===== config.mk =====
export PLATFORM = sky130hd
export DESIGN_NAME = nvc_ctrl
export DESIGN_NICKNAME = d
export VERILOG_FILES = /design/src/nvc_pkg.sv /design/src/nvc_ctrl.sv
export SDC_FILE = /design/constraint.sdc
export NUM_CORES = 1
export LEC_CHECK = 0
export ABC_AREA = 1
export ABC_CLOCK_PERIOD_IN_PS = 3100
export BUFFER_PORTS_ARGS = -buffer_cell sky130_fd_sc_hd__buf_2
export CAP_MARGIN = 10
export CELL_PAD_IN_SITES_DETAIL_PLACEMENT = 0
export CELL_PAD_IN_SITES_GLOBAL_PLACEMENT = 1
export CORE_UTILIZATION = 43
export CTS_CLUSTER_SIZE = 16
export DETAILED_ROUTE_END_ITERATION = 7
export PLACE_DENSITY_LB_ADDON = 0.3
export SYNTH_ARGS = -nofsm -noshare
export SYNTH_HDL_FRONTEND = slang
export SYNTH_SLANG_ARGS = --single-unit

===== constraint.sdc =====
create_clock -name ref_clk_i -period 3.1 [get_ports ref_clk_i]
set_input_delay 0.465 -clock ref_clk_i [delete_from_list [all_inputs] [get_ports ref_clk_i]]
set_output_delay 0.465 -clock ref_clk_i [all_outputs]
set_load 0.01 [all_outputs]

===== src/nvc_pkg.sv =====
package nvc_pkg;

    // register indices; byte address on the bus is four times the index
    localparam logic [13:0] NVC_IDX_ADDR   = 14'h1C8C;
    localparam logic [13:0] NVC_IDX_DATA   = 14'h1C8E;
    localparam logic [13:0] NVC_IDX_CTRL   = 14'h1C90;
    localparam logic [13:0] NVC_IDX_UNLOCK = 14'h1C91;

    // widths
    localparam int NVC_ADDR_W    = 15;
    localparam int NVC_DATA_W    = 14;
    localparam int NVC_ROW_WORDS = 32;
    localparam int NVC_ROW_IDX_W = 5;

    // control register bit positions
    localparam int NVC_BIT_REGION  = 6;
    localparam int NVC_BIT_LATCH   = 5;
    localparam int NVC_BIT_ERASE   = 4;
    localparam int NVC_BIT_WERR    = 3;
    localparam int NVC_BIT_PEN     = 2;
    localparam int NVC_BIT_WRITE   = 1;
    localparam int NVC_BIT_READ    = 0;

    // reset values and last row-latch index
    localparam logic [14:0] NVC_ADDR_RST   = 15'h0000;
    localparam logic [13:0] NVC_DATA_RST   = 14'h0000;
    localparam logic [7:0]  NVC_UNLOCK_RST = 8'h00;
    localparam logic [13:0] NVC_LATCH_RST  = 14'h3FFF;
    localparam logic [4:0]  NVC_IDX_LAST   = 5'h1F;

    // unlock patterns
    localparam logic [7:0] NVC_KEY_FIRST  = 8'h55;
    localparam logic [7:0] NVC_KEY_SECOND = 8'hAA;

    typedef enum logic [2:0] {
        NVC_OP_NONE,
        NVC_OP_READ,
        NVC_OP_ERASE_ROW,
        NVC_OP_WRITE_ROW,
        NVC_OP_WRITE_WORD
    } nvc_op_t;

    // command towards the array
    typedef struct packed {
        logic        start;
        nvc_op_t     op;
        logic        region;
        logic [14:0] addr;
        logic [13:0] data;
    } nvc_req_t;

    // one row-latch word streamed during a row write
    typedef struct packed {
        logic        valid;
        logic [4:0]  idx;
        logic [13:0] data;
    } nvc_row_t;

    // answer from the array
    typedef struct packed {
        logic        done;
        logic        fail;
        logic [13:0] rdata;
    } nvc_rsp_t;

endpackage


===== src/nvc_ctrl.sv =====
`timescale 1ns/1ps
module nvc_ctrl
    import nvc_pkg::*;
(
    // clock and reset
    input  wire logic        ref_clk_i,
    input  wire logic        rst_n_i,
    // classic wishbone slave
    input  wire logic        wb_cyc_i,
    input  wire logic        wb_stb_i,
    input  wire logic        wb_we_i,
    input  wire logic [15:0] wb_adr_i,
    input  wire logic [3:0]  wb_sel_i,
    input  wire logic [31:0] wb_dat_i,
    output logic      [31:0] wb_dat_o,
    output logic             wb_ack_o,
    // array side
    input  wire logic        write_protect_i,
    input  wire nvc_rsp_t    array_rsp_i,
    output nvc_req_t         array_req_o,
    output nvc_row_t         array_row_o,
    // system side
    output logic             cpu_stall_o,
    output logic             op_done_o
);

    typedef enum logic [1:0] {UL_IDLE, UL_KEY1, UL_ARMED} nvc_ul_state_t;
    typedef enum logic [1:0] {ST_IDLE, ST_READ, ST_STREAM, ST_WAIT} nvc_op_state_t;

    nvc_ul_state_t  ul_state_reg;
    nvc_op_state_t  op_state_reg;
    logic [14:0]    addr_reg;
    logic [13:0]    data_reg;
    logic [7:0]     unlock_reg;
    logic           region_reg;
    logic           latch_only_reg;
    logic           erase_reg;
    logic           werr_reg;
    logic           pen_reg;
    logic           wr_reg;
    logic           rd_reg;
    logic           in_rst_reg;
    logic [13:0]    latch_reg [NVC_ROW_WORDS];
    logic [4:0]     stream_idx_reg;
    logic           ack_reg;
    logic [31:0]    dat_reg;
    nvc_req_t       req_reg;
    nvc_row_t       row_reg;
    logic           stall_reg;
    logic           done_reg;

    logic           acc;
    logic           wr_acc;
    logic [13:0]    widx;
    logic           ctrl_wr;
    logic [7:0]     cdat;
    logic           ul_wr;
    logic           ul_broken;
    logic           wr_go;
    logic           start_ok;
    logic           latch_op;
    logic           wp_block;
    logic           mem_start;
    logic           rd_go;
    logic           wait_done;
    logic           read_done;
    nvc_op_t        start_op;

    // bus decode; one access per transfer, taken while ack is low
    assign acc     = wb_cyc_i & wb_stb_i & ~ack_reg;
    assign wr_acc  = acc & wb_we_i;
    assign widx    = wb_adr_i[15:2];
    assign ctrl_wr = wr_acc & (widx == NVC_IDX_CTRL) & wb_sel_i[0];
    assign cdat    = wb_dat_i[7:0];
    assign ul_wr   = wr_acc & (widx == NVC_IDX_UNLOCK) & wb_sel_i[0];

    // any access other than the expected next step breaks the sequence
    assign ul_broken = acc & (((ul_state_reg == UL_KEY1) &
                               ~(ul_wr & (cdat == NVC_KEY_SECOND))) |
                              ((ul_state_reg == UL_ARMED) &
                               ~(ctrl_wr & cdat[NVC_BIT_WRITE])));

    // write start honoured only straight after both keys
    assign wr_go    = acc & (ul_state_reg == UL_ARMED) & ctrl_wr
                      & cdat[NVC_BIT_WRITE];
    assign start_ok = wr_go & cdat[NVC_BIT_PEN] & (op_state_reg == ST_IDLE);

    // written byte carries the mode bits of a read-modify-write of the control register
    assign latch_op  = ~cdat[NVC_BIT_REGION] & ~(erase_reg | cdat[NVC_BIT_ERASE])
                       & cdat[NVC_BIT_LATCH];
    assign wp_block  = write_protect_i & ~latch_op;
    assign mem_start = start_ok & ~wp_block & ~latch_op;
    assign rd_go     = ctrl_wr & cdat[NVC_BIT_READ] & ~wr_go
                       & (op_state_reg == ST_IDLE);
    assign wait_done = (op_state_reg == ST_WAIT) & array_rsp_i.done;
    assign read_done = (op_state_reg == ST_READ) & array_rsp_i.done;

    always_comb begin
        if (erase_reg | cdat[NVC_BIT_ERASE]) begin
            start_op = NVC_OP_ERASE_ROW;
        end else if (cdat[NVC_BIT_REGION]) begin
            start_op = NVC_OP_WRITE_WORD;
        end else begin
            start_op = NVC_OP_WRITE_ROW;
        end
    end

    // unlock sequencer
    always_ff @(posedge ref_clk_i) begin
        if (!rst_n_i) begin
            ul_state_reg <= UL_IDLE;
        end else if (acc) begin
            case (ul_state_reg)
                UL_IDLE: begin
                    if (ul_wr && cdat == NVC_KEY_FIRST) begin
                        ul_state_reg <= UL_KEY1;
                    end
                end
                UL_KEY1: begin
                    if (ul_wr && cdat == NVC_KEY_SECOND) begin
                        ul_state_reg <= UL_ARMED;
                    end else if (ul_wr && cdat == NVC_KEY_FIRST) begin
                        ul_state_reg <= UL_KEY1;
                    end else begin
                        ul_state_reg <= UL_IDLE;
                    end
                end
                UL_ARMED: begin
                    ul_state_reg <= UL_IDLE;
                end
                default: begin
                    ul_state_reg <= UL_IDLE;
                end
            endcase
        end
    end

    // unlock pattern register keeps the last value written
    always_ff @(posedge ref_clk_i) begin
        if (!rst_n_i) begin
            unlock_reg <= NVC_UNLOCK_RST;
        end else if (ul_wr) begin
            unlock_reg <= cdat;
        end
    end

    // address register, byte lanes
    always_ff @(posedge ref_clk_i) begin
        if (!rst_n_i) begin
            addr_reg <= NVC_ADDR_RST;
        end else if (wr_acc && widx == NVC_IDX_ADDR) begin
            if (wb_sel_i[0]) begin
                addr_reg[7:0] <= wb_dat_i[7:0];
            end
            if (wb_sel_i[1]) begin
                addr_reg[14:8] <= wb_dat_i[14:8];
            end
        end
    end

    // data register, byte lanes; loaded by a finished read
    always_ff @(posedge ref_clk_i) begin
        if (!rst_n_i) begin
            data_reg <= NVC_DATA_RST;
        end else if (read_done) begin
            data_reg <= array_rsp_i.rdata;
        end else if (wr_acc && widx == NVC_IDX_DATA) begin
            if (wb_sel_i[0]) begin
                data_reg[7:0] <= wb_dat_i[7:0];
            end
            if (wb_sel_i[1]) begin
                data_reg[13:8] <= wb_dat_i[13:8];
            end
        end
    end

    // plain read/write control bits
    always_ff @(posedge ref_clk_i) begin
        if (!rst_n_i) begin
            region_reg     <= 1'b0;
            latch_only_reg <= 1'b0;
            pen_reg        <= 1'b0;
        end else if (ctrl_wr) begin
            region_reg     <= cdat[NVC_BIT_REGION];
            latch_only_reg <= cdat[NVC_BIT_LATCH];
            pen_reg        <= cdat[NVC_BIT_PEN];
        end
    end

    // erase bit: software sets, hardware clears after the erase
    always_ff @(posedge ref_clk_i) begin
        if (!rst_n_i) begin
            erase_reg <= 1'b0;
        end else if (ctrl_wr && cdat[NVC_BIT_ERASE]) begin
            erase_reg <= 1'b1;
        end else if (wait_done && req_reg.op == NVC_OP_ERASE_ROW) begin
            erase_reg <= 1'b0;
        end
    end

    // write bit: only hardware clears it, zero writes are ignored
    always_ff @(posedge ref_clk_i) begin
        if (!rst_n_i) begin
            wr_reg <= 1'b0;
        end else if (mem_start) begin
            wr_reg <= 1'b1;
        end else if (wait_done) begin
            wr_reg <= 1'b0;
        end
    end

    always_ff @(posedge ref_clk_i) begin
        if (!rst_n_i) begin
            rd_reg <= 1'b0;
        end else if (rd_go) begin
            rd_reg <= 1'b1;
        end else if (read_done) begin
            rd_reg <= 1'b0;
        end
    end

    // marks the cycles of an active reset, so an error caught at its start is kept
    always_ff @(posedge ref_clk_i) begin
        if (!rst_n_i) begin
            in_rst_reg <= 1'b1;
        end else begin
            in_rst_reg <= 1'b0;
        end
    end

    // error flag: set wins over a software clear in the same cycle
    always_ff @(posedge ref_clk_i) begin
        if (!rst_n_i) begin
            if (wr_reg) begin
                werr_reg <= 1'b1;
            end else if (in_rst_reg && werr_reg) begin
                werr_reg <= 1'b1;
            end else begin
                werr_reg <= 1'b0;
            end
        end else if (ul_broken || (start_ok && wp_block)
                     || (wait_done && array_rsp_i.fail)) begin
            werr_reg <= 1'b1;
        end else if (ctrl_wr) begin
            werr_reg <= cdat[NVC_BIT_WERR];
        end
    end

    // row write latches
    always_ff @(posedge ref_clk_i) begin
        if (!rst_n_i) begin
            for (int i = 0; i < NVC_ROW_WORDS; i++) begin
                latch_reg[i] <= NVC_LATCH_RST;
            end
        end else if (wait_done && req_reg.op == NVC_OP_WRITE_ROW) begin
            for (int i = 0; i < NVC_ROW_WORDS; i++) begin
                latch_reg[i] <= NVC_LATCH_RST;
            end
        end else if (start_ok && latch_op) begin
            latch_reg[addr_reg[4:0]] <= data_reg;
        end
    end

    // operation sequencer; the array times each operation itself
    always_ff @(posedge ref_clk_i) begin
        if (!rst_n_i) begin
            op_state_reg   <= ST_IDLE;
            req_reg        <= '0;
            row_reg        <= '0;
            stream_idx_reg <= '0;
            stall_reg      <= 1'b0;
            done_reg       <= 1'b0;
        end else begin
            req_reg.start <= 1'b0;
            row_reg.valid <= 1'b0;
            done_reg      <= 1'b0;
            case (op_state_reg)
                ST_IDLE: begin
                    if (mem_start) begin
                        req_reg.start  <= 1'b1;
                        req_reg.op     <= start_op;
                        req_reg.region <= cdat[NVC_BIT_REGION];
                        req_reg.addr   <= addr_reg;
                        req_reg.data   <= data_reg;
                        stall_reg      <= 1'b1;
                        stream_idx_reg <= '0;
                        if (start_op == NVC_OP_WRITE_ROW) begin
                            op_state_reg <= ST_STREAM;
                        end else begin
                            op_state_reg <= ST_WAIT;
                        end
                    end else if (rd_go) begin
                        req_reg.start  <= 1'b1;
                        req_reg.op     <= NVC_OP_READ;
                        req_reg.region <= cdat[NVC_BIT_REGION];
                        req_reg.addr   <= addr_reg;
                        req_reg.data   <= data_reg;
                        stall_reg      <= 1'b1;
                        op_state_reg   <= ST_READ;
                    end
                end
                ST_READ: begin
                    if (array_rsp_i.done) begin
                        stall_reg    <= 1'b0;
                        op_state_reg <= ST_IDLE;
                    end
                end
                ST_STREAM: begin
                    row_reg.valid  <= 1'b1;
                    row_reg.idx    <= stream_idx_reg;
                    row_reg.data   <= latch_reg[stream_idx_reg];
                    stream_idx_reg <= stream_idx_reg + 5'h01;
                    if (stream_idx_reg == NVC_IDX_LAST) begin
                        op_state_reg <= ST_WAIT;
                    end
                end
                ST_WAIT: begin
                    if (array_rsp_i.done) begin
                        stall_reg    <= 1'b0;
                        done_reg     <= 1'b1;
                        op_state_reg <= ST_IDLE;
                    end
                end
                default: begin
                    op_state_reg <= ST_IDLE;
                end
            endcase
        end
    end

    // bus answer: ack one cycle after the access is taken; unmapped reads give zero
    always_ff @(posedge ref_clk_i) begin
        if (!rst_n_i) begin
            ack_reg <= 1'b0;
            dat_reg <= 32'h0000_0000;
        end else begin
            ack_reg <= acc;
            if (acc && !wb_we_i) begin
                case (widx)
                    // bits above address bit 14 read zero, a defined value while busy
                    NVC_IDX_ADDR:   dat_reg <= {17'h0_0000, addr_reg};
                    NVC_IDX_DATA:   dat_reg <= {18'h0_0000, data_reg};
                    NVC_IDX_CTRL:   dat_reg <= {24'h00_0000, 1'b0, region_reg,
                                                latch_only_reg, erase_reg,
                                                werr_reg & ~wr_reg, pen_reg,
                                                wr_reg, rd_reg};
                    NVC_IDX_UNLOCK: dat_reg <= {24'h00_0000, unlock_reg};
                    default:        dat_reg <= 32'h0000_0000;
                endcase
            end
        end
    end

    assign wb_ack_o    = ack_reg;
    assign wb_dat_o    = dat_reg;
    assign array_req_o = req_reg;
    assign array_row_o = row_reg;
    assign cpu_stall_o = stall_reg;
    assign op_done_o   = done_reg;

endmodule


### Yosys cells after proc, flatten, opt, wreduce, memory -nomap -nowiden

Memory sizes are Yosys's and may differ from the RTL's. A register that Yosys moved wholly into a read port is not among the register bits.
Index checks and enable logic that the tools add are counted.

| word-level totals | value |
|---|---|
| bits in registers | 143 |
| RAM bits | 448 |
| bits of input ports | 74 |
| output and inout bits | 89 |
| memories | 1 |

Memories:

| memory | words | width | read ports | clocked after memory_dff | write ports | line | RTL |
|---|---|---|---|---|---|---|---|
| latch_reg | 32 | 14 | 1 | 1 | 32 | nvc_ctrl.sv:43 | `logic [13:0] latch_reg [NVC_ROW_WORDS];` |

| operators by class | value |
|---|---|
| $add $sub $neg | 1 |
| equality and inequality tests | 21 |
| multiplexer cells | 83 |
| bitwise gates (word level) | 71 |
| reduce and logical (&&, ||, !) cells | 39 |

Operators with widths:

| cell | number |
|---|---|
| 2-to-1 mux 14 bit | 35 |
| 2-to-1 mux 34 bit | 2 |
| one-hot mux 15 bit (4 select lines) | 1 |
| equality test 14 x 13 -> 1 bit (second input constant) | 4 |
| OR 1 bit | 34 |
| bitwise AND 1 bit | 28 |
| 2-to-1 mux 1 bit | 26 |
| 2-to-1 mux 20 bit | 1 |
| 2-to-1 mux 5 bit | 4 |
| AND reduction 2 bit | 9 |
| nonzero test 2 bit | 9 |
| OR reduction 14 bit | 1 |
| logical AND 1 bit | 12 |
| 2-to-1 mux 2 bit | 6 |
| one-hot mux 5 bit (2 select lines) | 1 |
| equality test 3 x 2 -> 1 bit (second input constant) | 3 |
| inverter 1 bit | 9 |
| equality test 8 x 7 -> 1 bit (second input constant) | 1 |
| equality test 8 bit (second input constant) | 1 |
| 2-to-1 mux 8 bit | 1 |
| equality test 2 bit (second input constant) | 3 |
| 2-to-1 mux 3 bit | 2 |
| 2-to-1 mux 6 bit | 1 |
| != test 2 bit (second input constant) | 3 |
| other kinds (14) | 18 |

### Logic depth before layout (Yosys ltp)

| logic depth | value |
|---|---|
| word-level depth | 16 |
| gate-level depth with buffers | 15 |

### Least setup slack after synthesis

No wires, ideal clock.

| path | value |
|---|---|
| path kind | input to register |
| start point | in wb_adr_i[9] |
| end point | mem latch_reg[0][0], enable pin |
| arrival time | 2.728 ns |
| data required time | 2.696 ns |
| slack | -0.032 ns |
| stages on the path | 12 |
| cell sequence | inv_1 > nor2_1 > nand2_1 > nor2_4 > nand3_4 > nor2_4 > nand2_2 > nor2_2 > nand2_2 > nor2_2 > nand2_4 > o21ai_0 |

RTL lines:

| what | line | RTL |
|---|---|---|
| from (decl) | nvc_ctrl.sv:12 | `input wire logic [15:0] wb_adr_i,` |
| to (decl) | nvc_ctrl.sv:43 |  |

==> impl_metrics.csv <==
group,metric,value,unit
cts,worstSkewPairLatency,0.63,ns
sta,min_period_over_period,90.53,%
hold_path,min_path_type,"input pin to register",
global_route,grt_max_degree,92,
cts,cts_tree,"built",
detailed_routing,via_per_inst,5.504,
sta,skew,0.02253,ns
logic_synthesis,seq_area_frac_synth,62.94,%
sta,worst_slew_pin_slew,1.102,ns
logic_synthesis,async_reset_ff_share,0,%
pwr,p_leak,10.27,nW
die,die_w,245.8,µm
sta,fmax,356.3,MHz
setup_path,cp_max_fo,12,
run,maxCapViolations,0,
sta,fin_ws,0.2935,ns
placement,gp_congestion,0.8728,
sta,maxSlewViolCount,0,
outcome,outcome,"finished, final reports clean",
placement,dp_hpwl,48700,µm
final_layout,utilization,49.64,%
setup_path,path_cells,"inv_1 > nand4_1 > nor2_4 > nand3_4 > nor2_4 > nand2_2 > nor2_2 > nand2_2 > clkinv_2 > nand2_2 > o21ai_1 > buf_4",
setup_path,required,3.42,ns
final_layout,synthToLayoutAreaGrowth,13.14,%
logic_synthesis,ys_ff_latch,579,
setup_path,cp_num_buf_inv,3,
pwr,power,16.28,mW
sta,setup_viol_count_final,0,
setup_path,cp-start-kind,"register",
placement,portBuffers,124,
detailed_routing,ant_nets,0,
logic_synthesis,synth_cell_type_count,31,
setup_path,critPathSlowestCell,"nand2_2",
detailed_routing,wirelength,75630,µm
global_route,grt-ovfl-total,0,
setup_path,crit_arrival,3.12,ns
logic_synthesis,netlist_area,25560,µm²
final_layout,stdcell_area,28910,µm²
global_route,grt_usage,24.91,%
placement,placed_cell_area,27000,µm²
cts,cts-buffers-inserted,59,
cts,cts_setup_buffers,0,
setup_path,cp_top_family,"simple AND/OR/NAND/NOR gates",
setup_path,critPathKind,"register to register",
cts,post_cts_resized,0,
die,row_count,88,
final_layout,largest_reg_flops,448,
die,initial_core_util,43.88,%
cts,cts.clk_slew.worst_paths,0.06,ns
cts,clk_path_buf_depth,3,
detailed_routing,num_vias,19510,
detailed_routing,drc,0,
final_layout,drive_above_1_share,13.21,%
sta,rsz0062_at_grt,"false",
pwr,ir_worst_vdd,0.4176,mV
logic_synthesis,synth_flop_cell,"edfxtp_1",
placement,dp_slack,0.09228,ns
cts,clockRootBuffer,"clkbuf_16",
detailed_routing,drt_iter0_drc,2038,
die,die_y,245.8,µm
die,ios,163,
global_route,grt_pass1_vias,18340,
detailed_routing,first_pass_iters,6,
die,core_region_area,58250,µm²
cts,cts.sinks,579,
global_route,grt_pass1_wl,113200,µm
logic_synthesis,ys_warn_count,0,
sta,hold_viol_final,0,
setup_path,critPathCaptureType,"register",
sta,slew_headroom,26.10,%
setup_path,cpMostUsedCell,"nand2_2",
die,fp.dieArea,60410,µm²
logic_synthesis,syn_area_per_cell,9.636,µm²
detailed_routing,routedWlPerCell,21.33,µm
cts,htreeDepth,2,
pwr,p_per_area,563.1,nW/µm²
setup_path,slowest_delay,0.33,ns
final_layout,fin_nets,2806,
global_route,antenna_found_initial,1,
sta,finalCriticalPeriod,2.806,ns
setup_path,reg2reg_slack,0.29,ns
cts,cts_hold_buffers,0,
logic_synthesis,postSynthCellCount,2652,
logic_synthesis,synth_edf_count,449,
-- power by group --
group	switching (mW)	internal (mW)
clock	2.99	4.09
combinational	0.361	0.135
sequential	0.0754	8.63
total	3.43	12.9
-- logic make-up after synthesis --
group / after synthesis / synth area share, %
and+or+nand+nor: 1032 / 16.64
AOI/OAI and AO/OA: 696 / 14.30
DFF: 579 / 62.94
buffers and inverters: 342 / 6.002
adders and majority gates: 2 / 0.09790
other: 1 / 0.01467
-- routing by layer --
layer / track usage (%) / vias to the layer above / share of wire [%]
met5: 0 / - / 0
met3: 3.951 / 121 / 6.6
met2: 40.22 / 679 / 47
met4: 8.988 / 0 / 3.3
li1: - / 9199 / -
met1: 33.86 / 9513 / 43
-- Yosys cell counts, drive strengths merged (8+ instances only) --
cell type  instances  area (µm²)
o22ai            129       807.0
clkinv            18       68.81
nand3             26       155.2
nor2             350        1559
a21oi            119       595.6
clkbuf           149       559.3
o21ai            444        2222
buf               74       526.8
nand2            633        2404
edfxtp           449       13480
nand4              8       50.05
dfxtp            130        2603
inv              101       379.1
-- placed cells by master, fill, tap and decap left out, types with 17 or more instances in the layout --
| master | netlist | routed |
|---|---|---|
| edfxtp_1 | 449 | 449 |
| o21ai_0 | 444 | 412 |
| clkbuf_16 | 0 | 62 |
| a21oi_1 | 119 | 119 |
| clkbuf_1 | 149 | 22 |
| buf_2 | 22 | 124 |
| inv_1 | 100 | 99 |
| clkinv_1 | 17 | 17 |
| dfxtp_1 | 130 | 127 |
| o21ai_1 | 0 | 32 |
| nor2_1 | 313 | 312 |
| o22ai_1 | 129 | 129 |
| nor2_4 | 25 | 25 |
| buf_4 | 31 | 90 |
| nand2_1 | 626 | 625 |
| conb_1 | 1 | 17 |
| nand3_1 | 24 | 24 |
-- worst paths after layout --
kind         cells past startpoint    startpoint               end
min reg2reg                      2    region_reg        region_reg
max                             12      wb_ack_o  latch_reg[12][6]
min                              3  wb_dat_i[14]      addr_reg[14]
max reg2reg                     12      wb_ack_o  latch_reg[12][6]
-- tightest hold or removal path: cells and delay by family --
family	cells	cell delay [ns]
compound gates	2	0.17
buf+inv	1	0.08
-- area by class of cell --
cell class                      instances  area, µm²
Inverter                              119      452.9
Antenna cell                            1      2.502
Fill cell                            5332      29330
Multi-Input combinational cell       1747       8001
Clock buffer                           92       1738
Clock inverter                         18      172.7
Tap cell                              765      957.2
Timing Repair Buffer                  224       1496
Sequential cell                       579      16090
-- per-stage QoR --
step | setup TNS [ns] | instances | hold WS [ns]
3_5_place_dp | 0 | 3434 | 0.4458
5_1_grt | 0 | 3544 | 0.1318
6_report | 0 | 3545 | 0.1362
3_3_place_gp | 0 | 3434 | 0.4374
4_1_cts | 0 | 3544 | 0.1017
2_1_floorplan | -5.444 | 2668 | 0.4245
No activity file was read; power rests on OpenSTA's default activity.
